==> src/design/sar_pkg.sv <==
// Package of offsets, field positions, reset values and carriers for the sync/alarm register bank
package sar_pkg;

  // Register addresses on the configuration port
  localparam logic [11:0] SAR_OFS_TEMP_READ  = 12'h400;
  localparam logic [11:0] SAR_OFS_TEMP_POWER = 12'h401;
  localparam logic [11:0] SAR_OFS_SYNC_FLAGS = 12'h410;
  localparam logic [11:0] SAR_OFS_SYS_ALARM  = 12'h430;

  // Field positions in the sensor power control register
  localparam int SAR_BIT_TS_POWER_DOWN = 0;

  // Field positions in the sync event flags register
  localparam int SAR_BIT_SYSREF_SEEN   = 0;
  localparam int SAR_BIT_OSC_SYNC_SEEN = 1;
  localparam int SAR_BIT_DIV_MATCH     = 2;
  localparam int SAR_BIT_DIV_REALIGN   = 3;

  // Field positions in the system alarm register
  localparam int SAR_BIT_SYSREF_MISALIGN = 0;
  localparam int SAR_BIT_CHIP_RESET      = 1;
  localparam int SAR_BIT_CRC_FAULT       = 5;
  localparam int SAR_BIT_LINK_TIMEOUT    = 6;
  localparam int SAR_BIT_LINK_LOSS       = 7;

  // Reset values and implemented-bit masks
  localparam logic [7:0] SAR_RST_TEMP_POWER = 8'h00;
  localparam logic [7:0] SAR_RST_SYNC_FLAGS = 8'h00;
  localparam logic [7:0] SAR_RST_SYS_ALARM  = 8'h02;
  localparam logic [7:0] SAR_SYS_ALARM_WMASK = 8'he3;
  localparam logic [7:0] SAR_SYNC_W1C_MASK   = 8'h0b;

  // Default link-down limit width in bits
  localparam int SAR_LIMIT_W = 16;

  // Link receiver event carrier
  typedef struct packed {
    logic link_enable;
    logic link_up;
    logic enc_64b66b;
    logic crc_fault;
    logic sysref_misalign;
  } sar_link_ev_s;

  // Clocking event carrier
  typedef struct packed {
    logic sysref_seen_flag;
    logic div_realigned;
    logic div_match;
    logic div_match_vld;
    logic osc_sync;
    logic div_misalign;
  } sar_clk_ev_s;

endpackage

==> src/design/sar_status_regs.sv <==
// Sync status, alarm flags and sensor power control behind the configuration port
//
// Contract
// - Sleep bit powers down temperature sensor
// - Divider realign sets bit 3, W1C
// - Divider match bit 2 read-only, last pulse
// - Divider match ignores frame clock alignment
// - Oscillator sync event sets bit 1, W1C
// - SYSREF detect sets bit 0, W1C rearms
// - Link falling while enabled sets bit 7
// - Link down past limit sets bit 6
// - Lane CRC error sets bit 5
// - CRC alarm only in 64b/66b mode
// - Any reset sets chip reset bit 1
// - SYSREF misalignment sets bit 0, W1C
// - Alarm bits 4 to 2 read zero
// - Temperature valid only while sensor awake
`timescale 1ns/1ps
module sar_status_regs
  import sar_pkg::*;
#(
  parameter int LIMIT_W = sar_pkg::SAR_LIMIT_W
) (
  input  wire logic                 core_clk_in,     // 100 MHz core clock
  input  wire logic                 resetn_in,       // Async reset, active low
  input  wire logic                 cfg_wr_in,       // Write strobe, one cycle
  input  wire logic                 cfg_rd_in,       // Read strobe, one cycle
  input  wire logic [11:0]          cfg_addr_in,     // Register address
  input  wire logic [7:0]           cfg_wdata_in,    // Write data
  input  wire logic                 soft_reset_in,   // Software reset trigger pulse
  input  wire sar_pkg::sar_clk_ev_s clk_ev_in,       // Clocking events
  input  wire sar_pkg::sar_link_ev_s link_ev_in,     // Link receiver events
  input  wire logic [LIMIT_W-1:0]   link_down_limit_in, // Link-down limit in cycles
  input  wire logic [7:0]           temperature_reading_in, // Raw sensor code
  output logic [7:0]                cfg_rdata_out,   // Read data
  output logic                      cfg_rvalid_out,  // Read data valid pulse
  output logic                      temp_sensor_power_down_out // Sensor sleep
);

  ////////////////////////////////////////////////////////////////////////////
  // Elaboration checks
  if (LIMIT_W < 1 || LIMIT_W > 32) begin : g_bad_w
    $error("LIMIT_W out of range");
  end

  ////////////////////////////////////////////////////////////////////////////
  // Decode
  logic wr_power;  // Write to sensor power register
  logic wr_sync;   // Write to sync flags
  logic wr_alarm;  // Write to alarm flags
  assign wr_power = cfg_wr_in && (cfg_addr_in == SAR_OFS_TEMP_POWER);
  assign wr_sync  = cfg_wr_in && (cfg_addr_in == SAR_OFS_SYNC_FLAGS);
  assign wr_alarm = cfg_wr_in && (cfg_addr_in == SAR_OFS_SYS_ALARM);

  ////////////////////////////////////////////////////////////////////////////
  // Sensor power control register; all eight bits are plain storage
  logic [7:0] power_q;
  logic [7:0] power_d;

  // Next value of the power register
  always_comb begin
    power_d = power_q;
    if (wr_power) begin
      power_d = cfg_wdata_in;
    end
  end

  // Power register, which is also the flop that drives the sleep output
  always_ff @(posedge core_clk_in or negedge resetn_in) begin
    if (!resetn_in) begin
      power_q <= SAR_RST_TEMP_POWER;
    end else begin
      power_q <= power_d;
    end
  end

  // Sleep output follows the stored bit straight from the flop
  assign temp_sensor_power_down_out = power_q[SAR_BIT_TS_POWER_DOWN];

  ////////////////////////////////////////////////////////////////////////////
  // Event edge and link-down tracking
  logic             link_up_q;    // Last link-up level
  logic             link_up_d;
  logic [LIMIT_W:0] down_cnt_q;   // Cycles spent down while enabled
  logic [LIMIT_W:0] down_cnt_d;
  logic             timeout_q;    // Limit exceeded once this outage
  logic             timeout_d;
  logic             div_match_q;  // Last SYSREF pulse consistent
  logic             div_match_d;
  logic             rst_pend_q;   // Reset alarm still to be raised
  logic             rst_pend_d;
  logic             link_fall;
  logic             timeout_hit;

  // Falling edge of link-up qualified by the enable
  assign link_fall = link_ev_in.link_enable && link_up_q && !link_ev_in.link_up;

  // Next values of the tracking state
  always_comb begin
    link_up_d   = link_ev_in.link_up;
    down_cnt_d  = down_cnt_q;
    timeout_d   = timeout_q;
    div_match_d = div_match_q;
    rst_pend_d  = 1'b0;
    timeout_hit = 1'b0;
    // Count only an outage with the link enabled; saturate at the top
    if (!link_ev_in.link_enable || link_ev_in.link_up) begin
      down_cnt_d = '0;
      timeout_d  = 1'b0;
    end else begin
      if (down_cnt_q != {(LIMIT_W+1){1'b1}}) begin
        down_cnt_d = down_cnt_q + 1'b1;
      end
      // Strictly longer than the limit, raised once per outage
      if (!timeout_q && (down_cnt_q > {1'b0, link_down_limit_in})) begin
        timeout_hit = 1'b1;
        timeout_d   = 1'b1;
      end
    end
    // Only the divider phase is compared, the frame clock is not consulted
    if (clk_ev_in.div_match_vld) begin
      div_match_d = clk_ev_in.div_match;
    end
  end

  // Tracking registers; reset pending goes high in reset, drops after
  always_ff @(posedge core_clk_in or negedge resetn_in) begin
    if (!resetn_in) begin
      link_up_q   <= 1'b0;
      down_cnt_q  <= '0;
      timeout_q   <= 1'b0;
      div_match_q <= 1'b0;
      rst_pend_q  <= 1'b1;
    end else begin
      link_up_q   <= link_up_d;
      down_cnt_q  <= down_cnt_d;
      timeout_q   <= timeout_d;
      div_match_q <= div_match_d;
      rst_pend_q  <= rst_pend_d;
    end
  end

  ////////////////////////////////////////////////////////////////////////////
  // Sticky flags: sync register bits 0,1,3 and alarm bits 0,1,5,6,7
  logic [7:0] sync_set;
  logic [7:0] sync_flag;
  logic [7:0] alm_set;
  logic [7:0] alm_flag;

  // Set sources for each sticky flag
  always_comb begin
    sync_set = 8'h00;
    alm_set  = 8'h00;
    sync_set[SAR_BIT_SYSREF_SEEN]   = clk_ev_in.sysref_seen_flag;
    sync_set[SAR_BIT_OSC_SYNC_SEEN] = clk_ev_in.osc_sync;
    sync_set[SAR_BIT_DIV_REALIGN]   = clk_ev_in.div_realigned;
    alm_set[SAR_BIT_LINK_LOSS]      = link_fall;
    alm_set[SAR_BIT_LINK_TIMEOUT]   = timeout_hit;
    // CRC errors count only in 64b/66b with the link enabled
    alm_set[SAR_BIT_CRC_FAULT] = link_ev_in.crc_fault && link_ev_in.enc_64b66b
                                 && link_ev_in.link_enable;
    // Soft reset and any hard reset both raise the chip-reset alarm
    alm_set[SAR_BIT_CHIP_RESET] = soft_reset_in || rst_pend_q;
    alm_set[SAR_BIT_SYSREF_MISALIGN] = clk_ev_in.div_misalign
      || (link_ev_in.sysref_misalign && link_ev_in.link_enable);
  end

  // Reset values come from package constants, as a parameter must be fixed

  // One sticky cell per implemented bit; reserved bits are never built
  for (genvar i = 0; i < 8; i++) begin : g_bits
    if (SAR_SYNC_W1C_MASK[i]) begin : g_sync
      sar_sticky_bit #(.RESET_VAL(SAR_RST_SYNC_FLAGS[i])) u_sync (
        .core_clk_in (core_clk_in),
        .resetn_in   (resetn_in),
        .set_in      (sync_set[i]),
        .clr_in      (wr_sync && cfg_wdata_in[i]),
        .flag_out    (sync_flag[i])
      );
    end else begin : g_sync_none
      assign sync_flag[i] = 1'b0;
    end
    if (SAR_SYS_ALARM_WMASK[i]) begin : g_alm
      sar_sticky_bit #(.RESET_VAL(SAR_RST_SYS_ALARM[i])) u_alm (
        .core_clk_in (core_clk_in),
        .resetn_in   (resetn_in),
        .set_in      (alm_set[i]),
        .clr_in      (wr_alarm && cfg_wdata_in[i]),
        .flag_out    (alm_flag[i])
      );
    end else begin : g_alm_none
      assign alm_flag[i] = 1'b0;
    end
  end

  ////////////////////////////////////////////////////////////////////////////
  // Read path, registered one cycle after the read strobe
  logic [7:0] rdata_q;
  logic [7:0] rdata_d;
  logic       rvalid_q;
  logic       rvalid_d;

  // Read multiplexer; unmapped addresses return zero
  always_comb begin
    rdata_d  = rdata_q;
    rvalid_d = cfg_rd_in;
    if (cfg_rd_in) begin
      case (cfg_addr_in)
        SAR_OFS_TEMP_READ: begin
          // Sleeping sensor gives no valid code, so zero is returned
          rdata_d = power_q[SAR_BIT_TS_POWER_DOWN] ? 8'h00 : temperature_reading_in;
        end
        SAR_OFS_TEMP_POWER: begin
          rdata_d = power_q;
        end
        SAR_OFS_SYNC_FLAGS: begin
          rdata_d = sync_flag;
          rdata_d[SAR_BIT_DIV_MATCH] = div_match_q;
        end
        SAR_OFS_SYS_ALARM: begin
          rdata_d = alm_flag & SAR_SYS_ALARM_WMASK;
        end
        default: begin
          rdata_d = 8'h00;
        end
      endcase
    end
  end

  // Read data registers
  always_ff @(posedge core_clk_in or negedge resetn_in) begin
    if (!resetn_in) begin
      rdata_q  <= 8'h00;
      rvalid_q <= 1'b0;
    end else begin
      rdata_q  <= rdata_d;
      rvalid_q <= rvalid_d;
    end
  end

  assign cfg_rdata_out  = rdata_q;
  assign cfg_rvalid_out = rvalid_q;

  ////////////////////////////////////////////////////////////////////////////
  // Checks
  chk_sleep_follows_write: assert property (@(posedge core_clk_in) disable iff (!resetn_in)
    wr_power |=> temp_sensor_power_down_out == $past(cfg_wdata_in[0]))
    else $error("sleep bit not taken from write");

  chk_realign_sets: assert property (@(posedge core_clk_in) disable iff (!resetn_in)
    clk_ev_in.div_realigned |=> sync_flag[SAR_BIT_DIV_REALIGN])
    else $error("realign flag not set");

  chk_match_no_clear: assert property (@(posedge core_clk_in) disable iff (!resetn_in)
    !clk_ev_in.div_match_vld |=> div_match_q == $past(div_match_q))
    else $error("divider match changed without pulse");

  chk_match_tracks: assert property (@(posedge core_clk_in) disable iff (!resetn_in)
    clk_ev_in.div_match_vld |=> div_match_q == $past(clk_ev_in.div_match))
    else $error("divider match not captured");

  chk_osc_sets: assert property (@(posedge core_clk_in) disable iff (!resetn_in)
    clk_ev_in.osc_sync |=> sync_flag[SAR_BIT_OSC_SYNC_SEEN])
    else $error("oscillator sync flag not set");

  chk_sysref_clear: assert property (@(posedge core_clk_in) disable iff (!resetn_in)
    (wr_sync && cfg_wdata_in[0] && !clk_ev_in.sysref_seen_flag) |=> !sync_flag[0])
    else $error("sysref flag not cleared");

  chk_link_loss: assert property (@(posedge core_clk_in) disable iff (!resetn_in)
    (link_ev_in.link_enable && $fell(link_ev_in.link_up)) |=> alm_flag[SAR_BIT_LINK_LOSS])
    else $error("link loss not flagged");

  chk_timeout_late: assert property (@(posedge core_clk_in) disable iff (!resetn_in)
    (link_ev_in.link_enable && !link_ev_in.link_up && !alm_flag[SAR_BIT_LINK_TIMEOUT]
     && down_cnt_q <= {1'b0, link_down_limit_in}) |=> !alm_flag[SAR_BIT_LINK_TIMEOUT])
    else $error("timeout raised too early");

  chk_crc_mode: assert property (@(posedge core_clk_in) disable iff (!resetn_in)
    (!alm_flag[SAR_BIT_CRC_FAULT] && !link_ev_in.enc_64b66b) |=> !alm_flag[SAR_BIT_CRC_FAULT])
    else $error("crc alarm outside 64b/66b");

  chk_crc_sets: assert property (@(posedge core_clk_in) disable iff (!resetn_in)
    (link_ev_in.crc_fault && link_ev_in.enc_64b66b && link_ev_in.link_enable) |=> alm_flag[5])
    else $error("crc alarm not set");

  chk_reset_alarm: assert property (@(posedge core_clk_in) disable iff (!resetn_in)
    soft_reset_in |=> alm_flag[SAR_BIT_CHIP_RESET])
    else $error("chip reset alarm not set");

  chk_misalign: assert property (@(posedge core_clk_in) disable iff (!resetn_in)
    clk_ev_in.div_misalign |=> alm_flag[SAR_BIT_SYSREF_MISALIGN])
    else $error("misalign alarm not set");

  chk_reserved_zero: assert property (@(posedge core_clk_in) disable iff (!resetn_in)
    $past(cfg_rd_in && cfg_addr_in == SAR_OFS_SYS_ALARM) |-> cfg_rdata_out[4:2] == 3'b000)
    else $error("reserved alarm bits not zero");

  chk_temp_sleep: assert property (@(posedge core_clk_in) disable iff (!resetn_in)
    (cfg_rd_in && cfg_addr_in == SAR_OFS_TEMP_READ && power_q[0]) |=> cfg_rdata_out == 8'h00)
    else $error("temperature read while asleep");

endmodule

==> src/design/sar_sticky_bit.sv <==
// One sticky write-one-to-clear status bit where a set beats a clear
`timescale 1ns/1ps
module sar_sticky_bit #(
  parameter logic RESET_VAL = 1'b0
) (
  input  wire logic core_clk_in,
  input  wire logic resetn_in,
  input  wire logic set_in,
  input  wire logic clr_in,
  output logic      flag_out
);

  logic flag_q;
  logic flag_d;

  // Next value: set wins over a same-cycle clear
  always_comb begin
    flag_d = flag_q;
    if (clr_in) begin
      flag_d = 1'b0;
    end
    if (set_in) begin
      flag_d = 1'b1;
    end
  end

  // State register
  always_ff @(posedge core_clk_in or negedge resetn_in) begin
    if (!resetn_in) begin
      flag_q <= RESET_VAL;
    end else begin
      flag_q <= flag_d;
    end
  end

  assign flag_out = flag_q;

  ////////////////////////////////////////////////////////////////////////////
  chk_set_beats_clr: assert property (@(posedge core_clk_in) disable iff (!resetn_in)
    set_in |=> flag_q) else $error("sticky bit lost a set");

endmodule

==> config.mk <==
export PLATFORM = sky130hd
export DESIGN_NAME = sar_status_regs
export DESIGN_NICKNAME = d
export VERILOG_FILES = /design/src/design/sar_pkg.sv /design/src/design/sar_status_regs.sv /design/src/design/sar_sticky_bit.sv
export SDC_FILE = /design/constraint.sdc
export NUM_CORES = 1
export LEC_CHECK = 0
export BUFFER_PORTS_ARGS = -buffer_cell sky130_fd_sc_hd__buf_2
export CORE_MARGIN = 2
export CORE_UTILIZATION = 40
export CTS_CLUSTER_SIZE = 40
export DETAILED_ROUTE_END_ITERATION = 6
export GPL_TIMING_DRIVEN = 0
export MAX_ROUTING_LAYER = met4
export SLEW_MARGIN = 20
export SYNTH_ARGS = -nofsm -noshare
export SYNTH_HDL_FRONTEND = slang
export SYNTH_SLANG_ARGS = --single-unit
==> constraint.sdc <==
create_clock -name core_clk_in -period 2.5 [get_ports core_clk_in]
set_input_delay 0.125 -clock core_clk_in [delete_from_list [all_inputs] [get_ports core_clk_in]]
set_output_delay 0.125 -clock core_clk_in [all_outputs]
set_load 0.01 [all_outputs]
==> reports/summary.txt, run 1 <==
# nets final: 408
Hold Slack: 0.0189 ns
Syn_nets: 326
DR iter-0 viols: 57
Crit Path Category: reg -> reg
Pre-CTS WS: -0.0990 ns
Post-Layout Cell Count: 406
Count of final hold-check violations: 0
Synth Warn #: 0
Final antenna-violating net count: 0
Final Worst Setup Slack: 0.257 ns
Worst Skew: 0.0116 ns
Die span in x: 83.4 µm
Crit-path cells: and4_2 > nand3_2 > nor3_1 > ha_1 > clkbuf_2 > nor2_2 > nand2_1 > or3_1 > a21oi_1
Critical Path AT: 2.47 ns
CP Capture Type: register
Crit path time final: 2.24 ns
Kind of start point of the critical path: register
Buffers on Ports: 69
DR WL/cell: 14.4 µm
Max VDD drop: 0.231 mV
Largest net degree at the start of global routing: 47
Switching part of the total: 0.261
Clock transition at path regs: 0.10 ns
Vias per Instance: 5.20
WHS Endpoint: g_bits[1].g_alm.u_alm.flag_out$_DFFE_PN1P_
Root Buffer Master: clkbuf_8
Share of flip-flops with an asynchronous set or reset: 1.00
Vias in the first global route: 2120
Initial core utilization: 0.419
Clock Sink Count: 46
Overall routing resource usage: 0.184
Fmax: 446 MHz
Crit path required time: 2.73 ns
Drt first pass iters: 6
Row Count: 28
Register area share after synthesis: 0.457
Overflow after GRT: 0
FF-to-FF Start: down_cnt_q[3]$_DFFE_PN0P_
Status: completed
Post-Route WL: 5860 µm
Most frequent cells in the layout: 68 x buf_2, 43 x dfrtp_1, 22 x inv_1
Reg2Reg Setup Slack: 0.26 ns
RSZ-0062 raised after global routing: false
P_int: 0.00102 W
Cell taking the most area after synthesis: dfrtp_1
Clock Path Buffers: 2
Layout Utilization: 0.519
Gpl congestion: 0.783
Gate power share: 0.089
Most used DFF post-synth: dfrtp_1
Die ar.: 6960 µm²
Hold WC Path Type: in -> reg
First-pass GRT wire length: 10100 µm
Worst hold path depth: 2
CTS tree: yes
Clock share of power: 0.361
Reg power frac: 0.550
Die H: 83.4 µm
Initial antenna violation count: 0
Lkg Pwr: 1.52 nW
Tightest Pin Transition: 0.816 ns
# diodes: 0
Post-synth EDFFs: 0
I/O pin cnt: 70
Clk Latency, worst-skew pair: 0.31 ns
FF-to-FF path depth: 9
Crit-path max cell delay: 0.46 ns
DP Wirelength: 4290 µm
Post-route DRC: 0
Yosys cell types: 47
Final Max Tran Viols: 0
Slowest CP cell: dfrtp_2
Commonest non-fill, non-tap cell in the layout: buf_2
Finish-stage setup viols: 0
Avg Synthesized Cell Area: 10.2 µm²
Syn Std Cell Area: 2520 µm²
Slew HR: 0.456
Top cell type's share of synthesized area: 0.436
Number of synthesized register bits: 46
Fraction of layout cells with a size suffix above 1: 0.308
H-tree Lvls: 2
HP Start: soft_reset_in
Cts bufs inserted: 5
Switching Power: 0.000359 W
Most area-consuming cells after synthesis: dfrtp_1 44%, ha_1 8.9%, mux2_2 4.0%
CORE AREA: 6030 µm²
FF-to-FF End: down_cnt_q[12]$_DFFE_PN0P_
Mapped Cells: 248
Placed cells: 392
Final period utilization: 0.897
Via count: 2113
Area growth syn-to-layout: 23.9%
Worst-path fanout max: 8
Pwr Density: 440 nW/µm²
Max_cap viols: 0
## per-layer routing
layer	vias up	share of wire	global-route usage
li1	1054	-	-
met1	991	0.47	0.238
met2	61	0.47	0.300
met3	7	0.056	0.0358
met4	0	0.010	0.0440
met5	-	0	-
## state kept, by name, summed over array words and instances (netlist names)
register / cells
g_bits.g_sync.u_sync.flag_out: 3
timeout_q: 1
cfg_rdata_out: 8
g_bits.g_alm.u_alm.flag_out: 5
power_q: 8
cfg_rvalid_out: 1
down_cnt_q: 17
div_match_q: 1
link_up_q: 1
rst_pend_q: 1
## cells in the mapped netlist (all sizes together) (2+ instances only)
master	n
a221oi	2
ha	18
a211oi	2
a22o	3
a21oi	14
o22ai	3
a21o	5
nor2	15
nand4	2
xor2	6
nor4b	2
nor4	2
nand2	16
dfstp	2
clkbuf	4
a22oi	6
mux2i	2
dfrtp	44
and4	3
o21ai	11
nor2b	8
and3	3
nand3	12
or3	4
xnor2	5
nor3	7
and4b	2
mux2	9
inv	22
## cell type report
class	count	area, µm²
Multi-Input combinational cell	175	1270
Timing Repair Buffer	75	403
Clock inverter	3	26.3
Fill cell	572	2900
Clock buffer	5	68.8
Sequential cell	46	1150
Tap cell	75	93.8
Inverter	22	82.6
Buffer	5	23.8
## cells by family (layout without fill, tap and decap cells)
logic type | after synthesis | in the layout | share of synthesized area
other | 1 | 1 | 0.00149
AO/OA/AOI/OAI | 54 | 54 | 0.141
multiplexers | 11 | 11 | 0.0481
buffers and inverters | 27 | 110 | 0.0416
flip-flops | 46 | 46 | 0.457
AND/OR/NAND/NOR | 80 | 80 | 0.183
adder cells (fa/ha/maj) | 18 | 18 | 0.0892
XOR/XNOR | 11 | 11 | 0.0382
## critical path: cells and delay by family, from the launching register on
family / cells / cell delay [ns]
buf+inv: 1 / 0.16
simple gates: 6 / 1.23
fa+ha+maj: 1 / 0.18
flops: 1 / 0.46
compound gates: 1 / 0.14
## worst max-delay path by stage
| stage | startpoint | cells past startpoint | to |
|---|---|---|---|
| after global routing | down_cnt_q[4]$_DFFE_PN0P_ | 10 | down_cnt_q[13]$_DFFE_PN0P_ |
| final | down_cnt_q[3]$_DFFE_PN0P_ | 9 | down_cnt_q[12]$_DFFE_PN0P_ |
| after detailed placement | down_cnt_q[3]$_DFFE_PN0P_ | 8 | down_cnt_q[9]$_DFFE_PN0P_ |
| after global placement | down_cnt_q[3]$_DFFE_PN0P_ | 8 | down_cnt_q[9]$_DFFE_PN0P_ |
| after CTS | down_cnt_q[3]$_DFFE_PN0P_ | 9 | down_cnt_q[12]$_DFFE_PN0P_ |
| after floorplan | down_cnt_q[3]$_DFFE_PN0P_ | 8 | down_cnt_q[5]$_DFFE_PN0P_ |
## power by group through the flow
stage	Sequential (W)	Combinational, W	Clock, W
3_3_place_gp	0.000770	0.000116	0
3_5_place_dp	0.000771	0.000118	0
2_1_floorplan	0.000770	0.0000355	0
4_1_cts	0.000756	0.000123	0.000516
5_1_grt	0.000757	0.000139	0.000553
6_report	0.000756	0.000122	0.000497
## metrics by stage
stage / cell area (µm²) / total power [W] / setup TNS [ns]
global route: 3130 / 0.00145 / 0
detailed placement: 2960 / 0.000889 / -0.525
finish: 3130 / 0.00138 / 0
global placement: 2960 / 0.000887 / -0.0737
floorplan: 2520 / 0.000806 / 0
CTS: 3110 / 0.00140 / 0
## timing repair
item,CTS,global route
buffers inserted,2,0
hold buffers,3,1
endpoints found under the setup margin,9,11
resized for setup,2,3
hold endpoints to repair,3,44
Note: power is estimated with default switching activity, not from simulation.
==> run 2: changes to the inputs <==
SYNTH_HIERARCHICAL = 1   (was unset)
==> run 2 against run 1 <==
- synthesized cell count rose by 6.9%
- maximum frequency is 0.98% lower
- final cell count up 4.4%
- wire length increased by 1.5%
- worst hold slack improved by 0.0063 ns
- critical path depth rose by 1
- via count rose by 4.0%
- sequential power is essentially flat
- largest power group unchanged
- highest routed layer unchanged
==> reports/summary.txt, run 2 <==
CP endpoint: down_cnt_q[7]$_DFFE_PN0P_ (was down_cnt_q[12]$_DFFE_PN0P_)
Die ar.: 7290 µm² (was 6960 µm²)
Finish-stage setup viols: 0 (unchanged)
Kind of start point of the critical path: register (unchanged)
Max_cap viols: 0 (unchanged)
Crit path from: down_cnt_q[0]$_DFFE_PN0P_ (was down_cnt_q[3]$_DFFE_PN0P_)
Area growth syn-to-layout: 21.9% (was 23.9%)
FF-to-FF path depth: 10 (was 9)
Row Count: 29 (was 28)
Overall routing resource usage: 0.179 (was 0.184)
Post-route DRC: 0 (unchanged)
Placed inst area: 3090 µm² (was 2960 µm²)
Commonest non-fill, non-tap cell in the layout: buf_2 (unchanged)
Crit-path max cell delay: 0.43 ns (was 0.46 ns)
Clock Path Buffers: 2 (unchanged)
CORE AREA: 6390 µm² (was 6030 µm²)
I/O pin cnt: 70 (unchanged)
Cell taking the most area after synthesis: dfrtp_1 (unchanged)
Most frequent cells in the layout: 69 x buf_2, 44 x dfrtp_1, 27 x inv_1 (was 68 x buf_2, 43 x dfrtp_1, 22 x inv_1)
Register area share after synthesis: 0.436 (was 0.457)
Met2 WL: 2790 µm (was 2730 µm)
Crit path required time: 2.67 ns (was 2.73 ns)
RSZ-0062 raised after global routing: false (unchanged)
FF-to-FF Start: down_cnt_q[0]$_DFFE_PN0P_ (was down_cnt_q[3]$_DFFE_PN0P_)
CP Capture Type: register (unchanged)
Clock Sink Count: 46 (unchanged)
Overflow after GRT: 0 (unchanged)
Fraction of layout cells with a size suffix above 1: 0.305 (was 0.308)
Final antenna-violating net count: 0 (unchanged)
Max layer used: met4 (unchanged)
Worst-path fanout max: 7 (was 8)
Most used cell, CP: ha_1
Fmax: 441 MHz (was 446 MHz)
Die span in x: 85.4 µm (was 83.4 µm)
Initial core utilization: 0.415 (was 0.419)
Gpl congestion: 0.907 (was 0.783)
DR WL/cell: 14.0 µm (was 14.4 µm)
Synth Warn #: 6 (was 0)
Worst Skew: 0.00374 ns (was 0.0116 ns)
Hold Slack: 0.0252 ns (was 0.0189 ns)
Most frequent cells after synthesis: 44 x dfrtp_1, 27 x inv_1, 27 x nor2_1 (was 44 x dfrtp_1, 22 x inv_1, 18 x ha_1)
Syn_nets: 343 (was 326)
Final Max Tran Viols: 0 (unchanged)
Top cell type's share of synthesized area: 0.416 (was 0.436)
Crit path time final: 2.27 ns (was 2.24 ns)
Number of synthesized register bits: 46 (unchanged)
Setup TNS: 0 ns (unchanged)
Share of flip-flops with an asynchronous set or reset: 1.00 (unchanged)
Via count: 2197 (was 2113)
M1 wire length: 2840 µm (was 2740 µm)
Root Buffer Master: clkbuf_8 (unchanged)
Post-CTS Setup Bufs: 0 (was 2)
Clock transition at path regs: 0.08 ns (was 0.10 ns)
Lkg Pwr: 1.64 nW (was 1.52 nW)
Largest Register: down_cnt_q (unchanged)
Count of final hold-check violations: 0 (unchanged)
Hold WC Path Type: in -> reg (unchanged)
CTS tree: yes (unchanged)
Slowest CP cell: dfrtp_1 (was dfrtp_2)
# nets final: 424 (was 408)
Max reg flops: 17 (unchanged)
Wire length on met3: 260 µm (was 330 µm)
Reg2Reg Setup Slack: 0.23 ns (was 0.26 ns)
Syn Std Cell Area: 2650 µm² (was 2520 µm²)
DR iter-0 viols: 87 (was 57)
Status: completed (unchanged)
Initial antenna violation count: 0 (unchanged)
Drt first pass iters: 4 (was 6)
Layout Utilization: 0.505 (was 0.519)
Crit-path cells: ha_1 > nand4_1 > nor3_1 > ha_1 > buf_2 > nand4b_1 > nor2_2 > and3_1 > xnor2_1 > nor2_1 (was and4_2 > nand3_2 > nor3_1 > ha_1 > clkbuf_2 > nor2_2 > nand2_1 > or3_1 > a21oi_1)
Tightest Pin Transition: 0.594 ns (was 0.816 ns)
Most used DFF post-synth: dfrtp_1 (unchanged)
Vias per Instance: 5.18 (was 5.20)
Final period utilization: 0.906 (was 0.897)
Cts bufs inserted: 5 (unchanged)
Most area-consuming cells after synthesis: dfrtp_1 42%, ha_1 8.5%, inv_1 3.8% (was dfrtp_1 44%, ha_1 8.9%, mux2_2 4.0%)
Cell area after layout: 3230 µm² (was 3130 µm²)
DP Wirelength: 4470 µm (was 4290 µm)
Top-count cell post-synth: dfrtp_1 (unchanged)
FF-to-FF End: down_cnt_q[7]$_DFFE_PN0P_ (was down_cnt_q[12]$_DFFE_PN0P_)
Avg Synthesized Cell Area: 9.99 µm² (was 10.2 µm²)
Pwr Density: 414 nW/µm² (was 440 nW/µm²)
Critical Path AT: 2.44 ns (was 2.47 ns)
Buffers on Ports: 69 (unchanged)
Die H: 85.4 µm (was 83.4 µm)
Yosys cell types: 43 (was 47)
Post-Route WL: 5950 µm (was 5860 µm)
Crit Path Category: reg -> reg (unchanged)
Slew HR: 0.604 (was 0.456)
First-pass GRT wire length: 9980 µm (was 10100 µm)
Mapped Cells: 265 (was 248)
Max VDD drop: 0.283 mV (was 0.231 mV)
Vias in the first global route: 2147 (was 2120)
# diodes: 0 (unchanged)
H-tree Lvls: 2 (unchanged)
Post-synth EDFFs: 0 (unchanged)
Largest net degree at the start of global routing: 47 (unchanged)
Clk Latency, worst-skew pair: 0.30 ns (was 0.31 ns)
run 2: cell count changes after synthesis, moves of 5 or more:
| cell | before | now |
|---|---|---|
| xor2_1 | 6 | 11 |
| nand3_1 | 12 | 7 |
| a21o_1 | 5 | 13 |
| o21ai_0 | 10 | 4 |
| and3_2 | 0 | 6 |
| and3_1 | 3 | 12 |
| nor2b_1 | 8 | 2 |
| inv_1 | 22 | 27 |
| nor2_1 | 15 | 27 |
run 2: area by class of cell:
cell class / instances / area, µm²
buffer: 6 / 35.0
clock buffer: 7 / 76.3
clock inverter: 1 / 7.51
fill: 612 / 3160
inverter: 27 / 101
multi-input combinational: 186 / 1360
sequential: 46 / 1150
tap: 77 / 96.3
timing repair buffer: 74 / 398
run 2: how the worst min path moves through the flow:
stage                        from                                            to  slack [ns]  cells past startpoint
finish                  cfg_rd_in                      cfg_rvalid_out$_DFF_PN0_        0.03                      1
global route            cfg_rd_in                      cfg_rvalid_out$_DFF_PN0_        0.02                      1
CTS                  clk_ev_in[5]  g_bits[0].g_sync.u_sync/flag_out$_DFFE_PN0P_       0.006                      2
detailed placement  link_ev_in[3]                           link_up_q$_DFF_PN0_        0.25                      1
global placement    link_ev_in[3]                           link_up_q$_DFF_PN0_        0.25                      1
floorplan               resetn_in                  cfg_rdata_out[0]$_DFFE_PN0P_       -0.17                      0
run 2: routing by layer:
layer | up-vias | global-route usage
li1 | 1091 | -
met4 | 0 | 0.0519
met3 | 5 | 0.0340
met5 | - | -
met1 | 1052 | 0.244
met2 | 49 | 0.272
run 2: timing repair:
action / 4_1_cts / 5_1_grt
hold buffers: 3 / 2
hold endpoints to repair: 3 / 45
resized for setup: 0 / 1
endpoints found under the setup margin: 0 / 5
run 2: per-stage QoR:
step / total power (W) / setup WS [ns] / instances
after floorplan: 0.000818 / 0.455 / 265
after global placement: 0.000899 / 0.120 / 411
after detailed placement: 0.000901 / 0.113 / 411
after CTS: 0.00136 / 0.0830 / 422
after global routing: 0.00141 / 0.0640 / 424
final: 0.00134 / 0.235 / 424
run 2: worst max-delay path: cells and delay by family, from the launching register on:
kind,cells,cell delay [ns]
flip-flops,1,0.43
XOR/XNOR,1,0.11
AND/OR/NAND/NOR,6,1.01
buffers and inverters,1,0.16
adder cells (fa/ha/maj),2,0.41
run 2: logic make-up after synthesis:
| family | count (synthesis) | synth area share |
|---|---|---|
| buf+inv | 33 | 0.0515 |
| xor+xnor | 15 | 0.0496 |
| simple gates | 93 | 0.211 |
| mux | 12 | 0.0496 |
| other cells | 1 | 0.00142 |
| flops | 46 | 0.436 |
| compound gates | 47 | 0.116 |
| fa+ha+maj | 18 | 0.0851 |
run 2: where the power goes:
part | switching, W | internal, W | total, W
Clock | 0.000247 | 0.000198 | 0.000445
Sequential | 0.00000437 | 0.000751 | 0.000756
Combinational | 0.0000718 | 0.0000637 | 0.000136
==> run 3: changes to the inputs <==
PLACE_DENSITY = 0.65   (was unset)
==> run 3 against run 2 <==
- worst setup slack better by 0.012 ns
- via count down 0.82%
- design area up 0.27%
- first-iteration DRC count down 22%
- flip-flop and latch count unchanged
- maximum frequency up 0.55%
- clock power up 4.9%
- sequential power about the same
- count of clock-buffer cells in the layout down 2
- critical path depth unchanged
- register-to-register slack about the same
- critical endpoint unchanged
==> reports/summary.txt, run 3 (synthesized netlist as in run 2, its figures left out) <==
Final period utilization: 0.901 (was 0.906)
Gate power share: 0.099 (was 0.101)
Max_cap viols: 0 (unchanged)
I/O pin cnt: 70 (unchanged)
Hold WC Path Type: in -> reg (unchanged)
RSZ-0062 raised after global routing: false (unchanged)
DR iter-0 viols: 68 (was 87)
DP Wirelength: 4520 µm (was 4470 µm)
Max reg flops: 17 (unchanged)
Top delay family on crit path: simple AND/OR/NAND/NOR gates (unchanged)
Vias per Instance: 5.14 (was 5.18)
Largest Register: down_cnt_q (unchanged)
Reg2Reg Setup Slack: 0.25 ns (was 0.23 ns)
Switching Power: 0.000342 W (was 0.000324 W)
Finish-stage setup viols: 0 (unchanged)
Initial core utilization: 0.415 (unchanged)
Clock Sink Count: 46 (unchanged)
Worst-path fanout max: 7 (unchanged)
Final Worst Setup Slack: 0.247 ns (was 0.235 ns)
Hold Slack: 0.0187 ns (was 0.0252 ns)
Final Max Tran Viols: 0 (unchanged)
Gpl congestion: 0.853 (was 0.907)
Cts bufs inserted: 5 (unchanged)
Clk Latency, worst-skew pair: 0.30 ns (about the same)
Vias in the first global route: 2131 (was 2147)
Layout Utilization: 0.507 (was 0.505)
DR WL/cell: 13.6 µm (was 14.0 µm)
Buffers on Ports: 69 (unchanged)
Crit path time final: 2.25 ns (was 2.27 ns)
Crit path from: down_cnt_q[0]$_DFFE_PN0P_ (unchanged)
Switching part of the total: 0.252 (was 0.242)
CTS tree: yes (unchanged)
Tightest Pin Transition: 0.595 ns (was 0.594 ns)
Status: completed (unchanged)
FF-to-FF Start: down_cnt_q[0]$_DFFE_PN0P_ (unchanged)
Overflow after GRT: 0 (unchanged)
Crit path buffers/inverters: 1 (unchanged)
CP Capture Type: register (unchanged)
Crit path required time: 2.68 ns (was 2.67 ns)
Die ar.: 7290 µm² (unchanged)
Setup TNS: 0 ns (unchanged)
Area growth syn-to-layout: 22.3% (was 21.9%)
Count of final hold-check violations: 0 (unchanged)
H-tree Lvls: 2 (unchanged)
HP Start: cfg_rd_in (unchanged)
Die span in x: 85.4 µm (unchanged)
Worst Skew: 0.00938 ns (was 0.00374 ns)
CP endpoint: down_cnt_q[7]$_DFFE_PN0P_ (unchanged)
Post-CTS Setup Bufs: 0 (unchanged)
Largest net degree at the start of global routing: 47 (unchanged)
Slew HR: 0.602 (was 0.604)
Root Buffer Master: clkbuf_8 (unchanged)
Initial antenna violation count: 0 (unchanged)
Fmax: 444 MHz (was 441 MHz)
Drt first pass iters: 4 (unchanged)
Via count: 2179 (was 2197)
# nets final: 424 (unchanged)
Critical Path Stages: 10 (unchanged)
Clock transition at path regs: 0.09 ns (was 0.08 ns)
Post-Route WL: 5760 µm (was 5950 µm)
Clock Path Buffers: 2 (unchanged)
CORE AREA: 6390 µm² (unchanged)
First-pass GRT wire length: 10000 µm (was 9980 µm)
Crit-path max cell delay: 0.43 ns (about the same)
Post-route DRC: 0 (unchanged)
# diodes: 0 (unchanged)
FF-to-FF path depth: 10 (unchanged)
Critical Path AT: 2.43 ns (was 2.44 ns)
Slowest CP cell: dfrtp_1 (unchanged)
Crit Path Category: reg -> reg (unchanged)
Fraction of layout cells with a size suffix above 1: 0.311 (was 0.305)
Most used cell, CP: ha_1 (unchanged)
Lkg Pwr: 1.64 nW (about the same)
Overall routing resource usage: 0.178 (was 0.179)
Reg power frac: 0.557 (was 0.565)
Pwr Density: 419 nW/µm² (was 414 nW/µm²)
Crit-path cells: ha_1 > nand4_1 > nor3_1 > ha_1 > buf_2 > nand4b_1 > nor2_2 > and3_1 > xnor2_1 > nor2_1 (unchanged)
Kind of start point of the critical path: register (unchanged)
Row Count: 29 (unchanged)
Filler cell count: 634 (was 612)
Die H: 85.4 µm (unchanged)
P_int: 0.00102 W (was 0.00101 W)
Final antenna-violating net count: 0 (unchanged)
Commonest non-fill, non-tap cell in the layout: buf_2 (unchanged)
Most frequent cells in the layout: 69 x buf_2, 44 x dfrtp_1, 27 x inv_1 (unchanged)
FF-to-FF End: down_cnt_q[7]$_DFFE_PN0P_ (unchanged)
Max VDD drop: 0.356 mV (was 0.283 mV)
Clock share of power: 0.344 (was 0.333)
Pre-CTS WS: 0.124 ns (was 0.113 ns)
## run 3: cell count changes in the layout (fill, tap and decap cells not counted)
cell | before | now
clkbuf_1 | 5 | 3
clkinvlp_4 | 1 | 2
inv_6 | 0 | 1
## run 3: worst min-delay path by stage
| stage | cells past startpoint | slack (ns) | to |
|---|---|---|---|
| after floorplan | 0 | -0.17 | cfg_rdata_out[0]$_DFFE_PN0P_ |
| after global placement | 1 | 0.25 | link_up_q$_DFF_PN0_ |
| after detailed placement | 1 | 0.25 | link_up_q$_DFF_PN0_ |
| after CTS | 1 | 0.01 | cfg_rvalid_out$_DFF_PN0_ |
| after global routing | 1 | 0.01 | cfg_rvalid_out$_DFF_PN0_ |
| final | 1 | 0.02 | cfg_rvalid_out$_DFF_PN0_ |
## run 3: per-stage QoR
| stage | total power [W] | instances | cell area (µm²) |
|---|---|---|---|
| after floorplan | 0.000818 | 265 | 2650 |
| after CTS | 0.00138 | 423 | 3220 |
| after global placement | 0.000898 | 411 | 3090 |
| final | 0.00136 | 424 | 3240 |
| after global routing | 0.00143 | 424 | 3240 |
| after detailed placement | 0.000901 | 411 | 3090 |
## run 3: power groups by stage
stage	Clock (W)	Combinational (W)	Sequential, W
floorplan	0	0.0000477	0.000770
global placement	0	0.000128	0.000770
detailed placement	0	0.000131	0.000771
CTS	0.000486	0.000136	0.000756
global route	0.000522	0.000154	0.000757
finish	0.000467	0.000135	0.000756
## run 3: layer usage
layer  part of all wire  GRT usage  up-vias
met5                  0          -        -
met3              0.046     0.0370        7
met1               0.47      0.235     1034
li1                   -          -     1091
met2               0.47      0.281       47
met4              0.012     0.0433        0
## run 3: final cells by class
cell class	instances	area, µm²	share of cell area
Buffer	6	35.0	0.0108
Clock buffer	5	68.8	0.0213
Clock inverter	3	23.8	0.00734
Inverter	27	101	0.0313
Multi-Input combinational cell	186	1360	0.420
Sequential cell	46	1150	0.356
Tap cell	77	96.3	0.0298
Timing Repair Buffer	74	398	0.123
## run 3: timing repair
item	CTS	global route
resized for setup	0	1
hold buffers	4	1
setup endpoints to repair	0	5
endpoints found under the hold margin	4	44
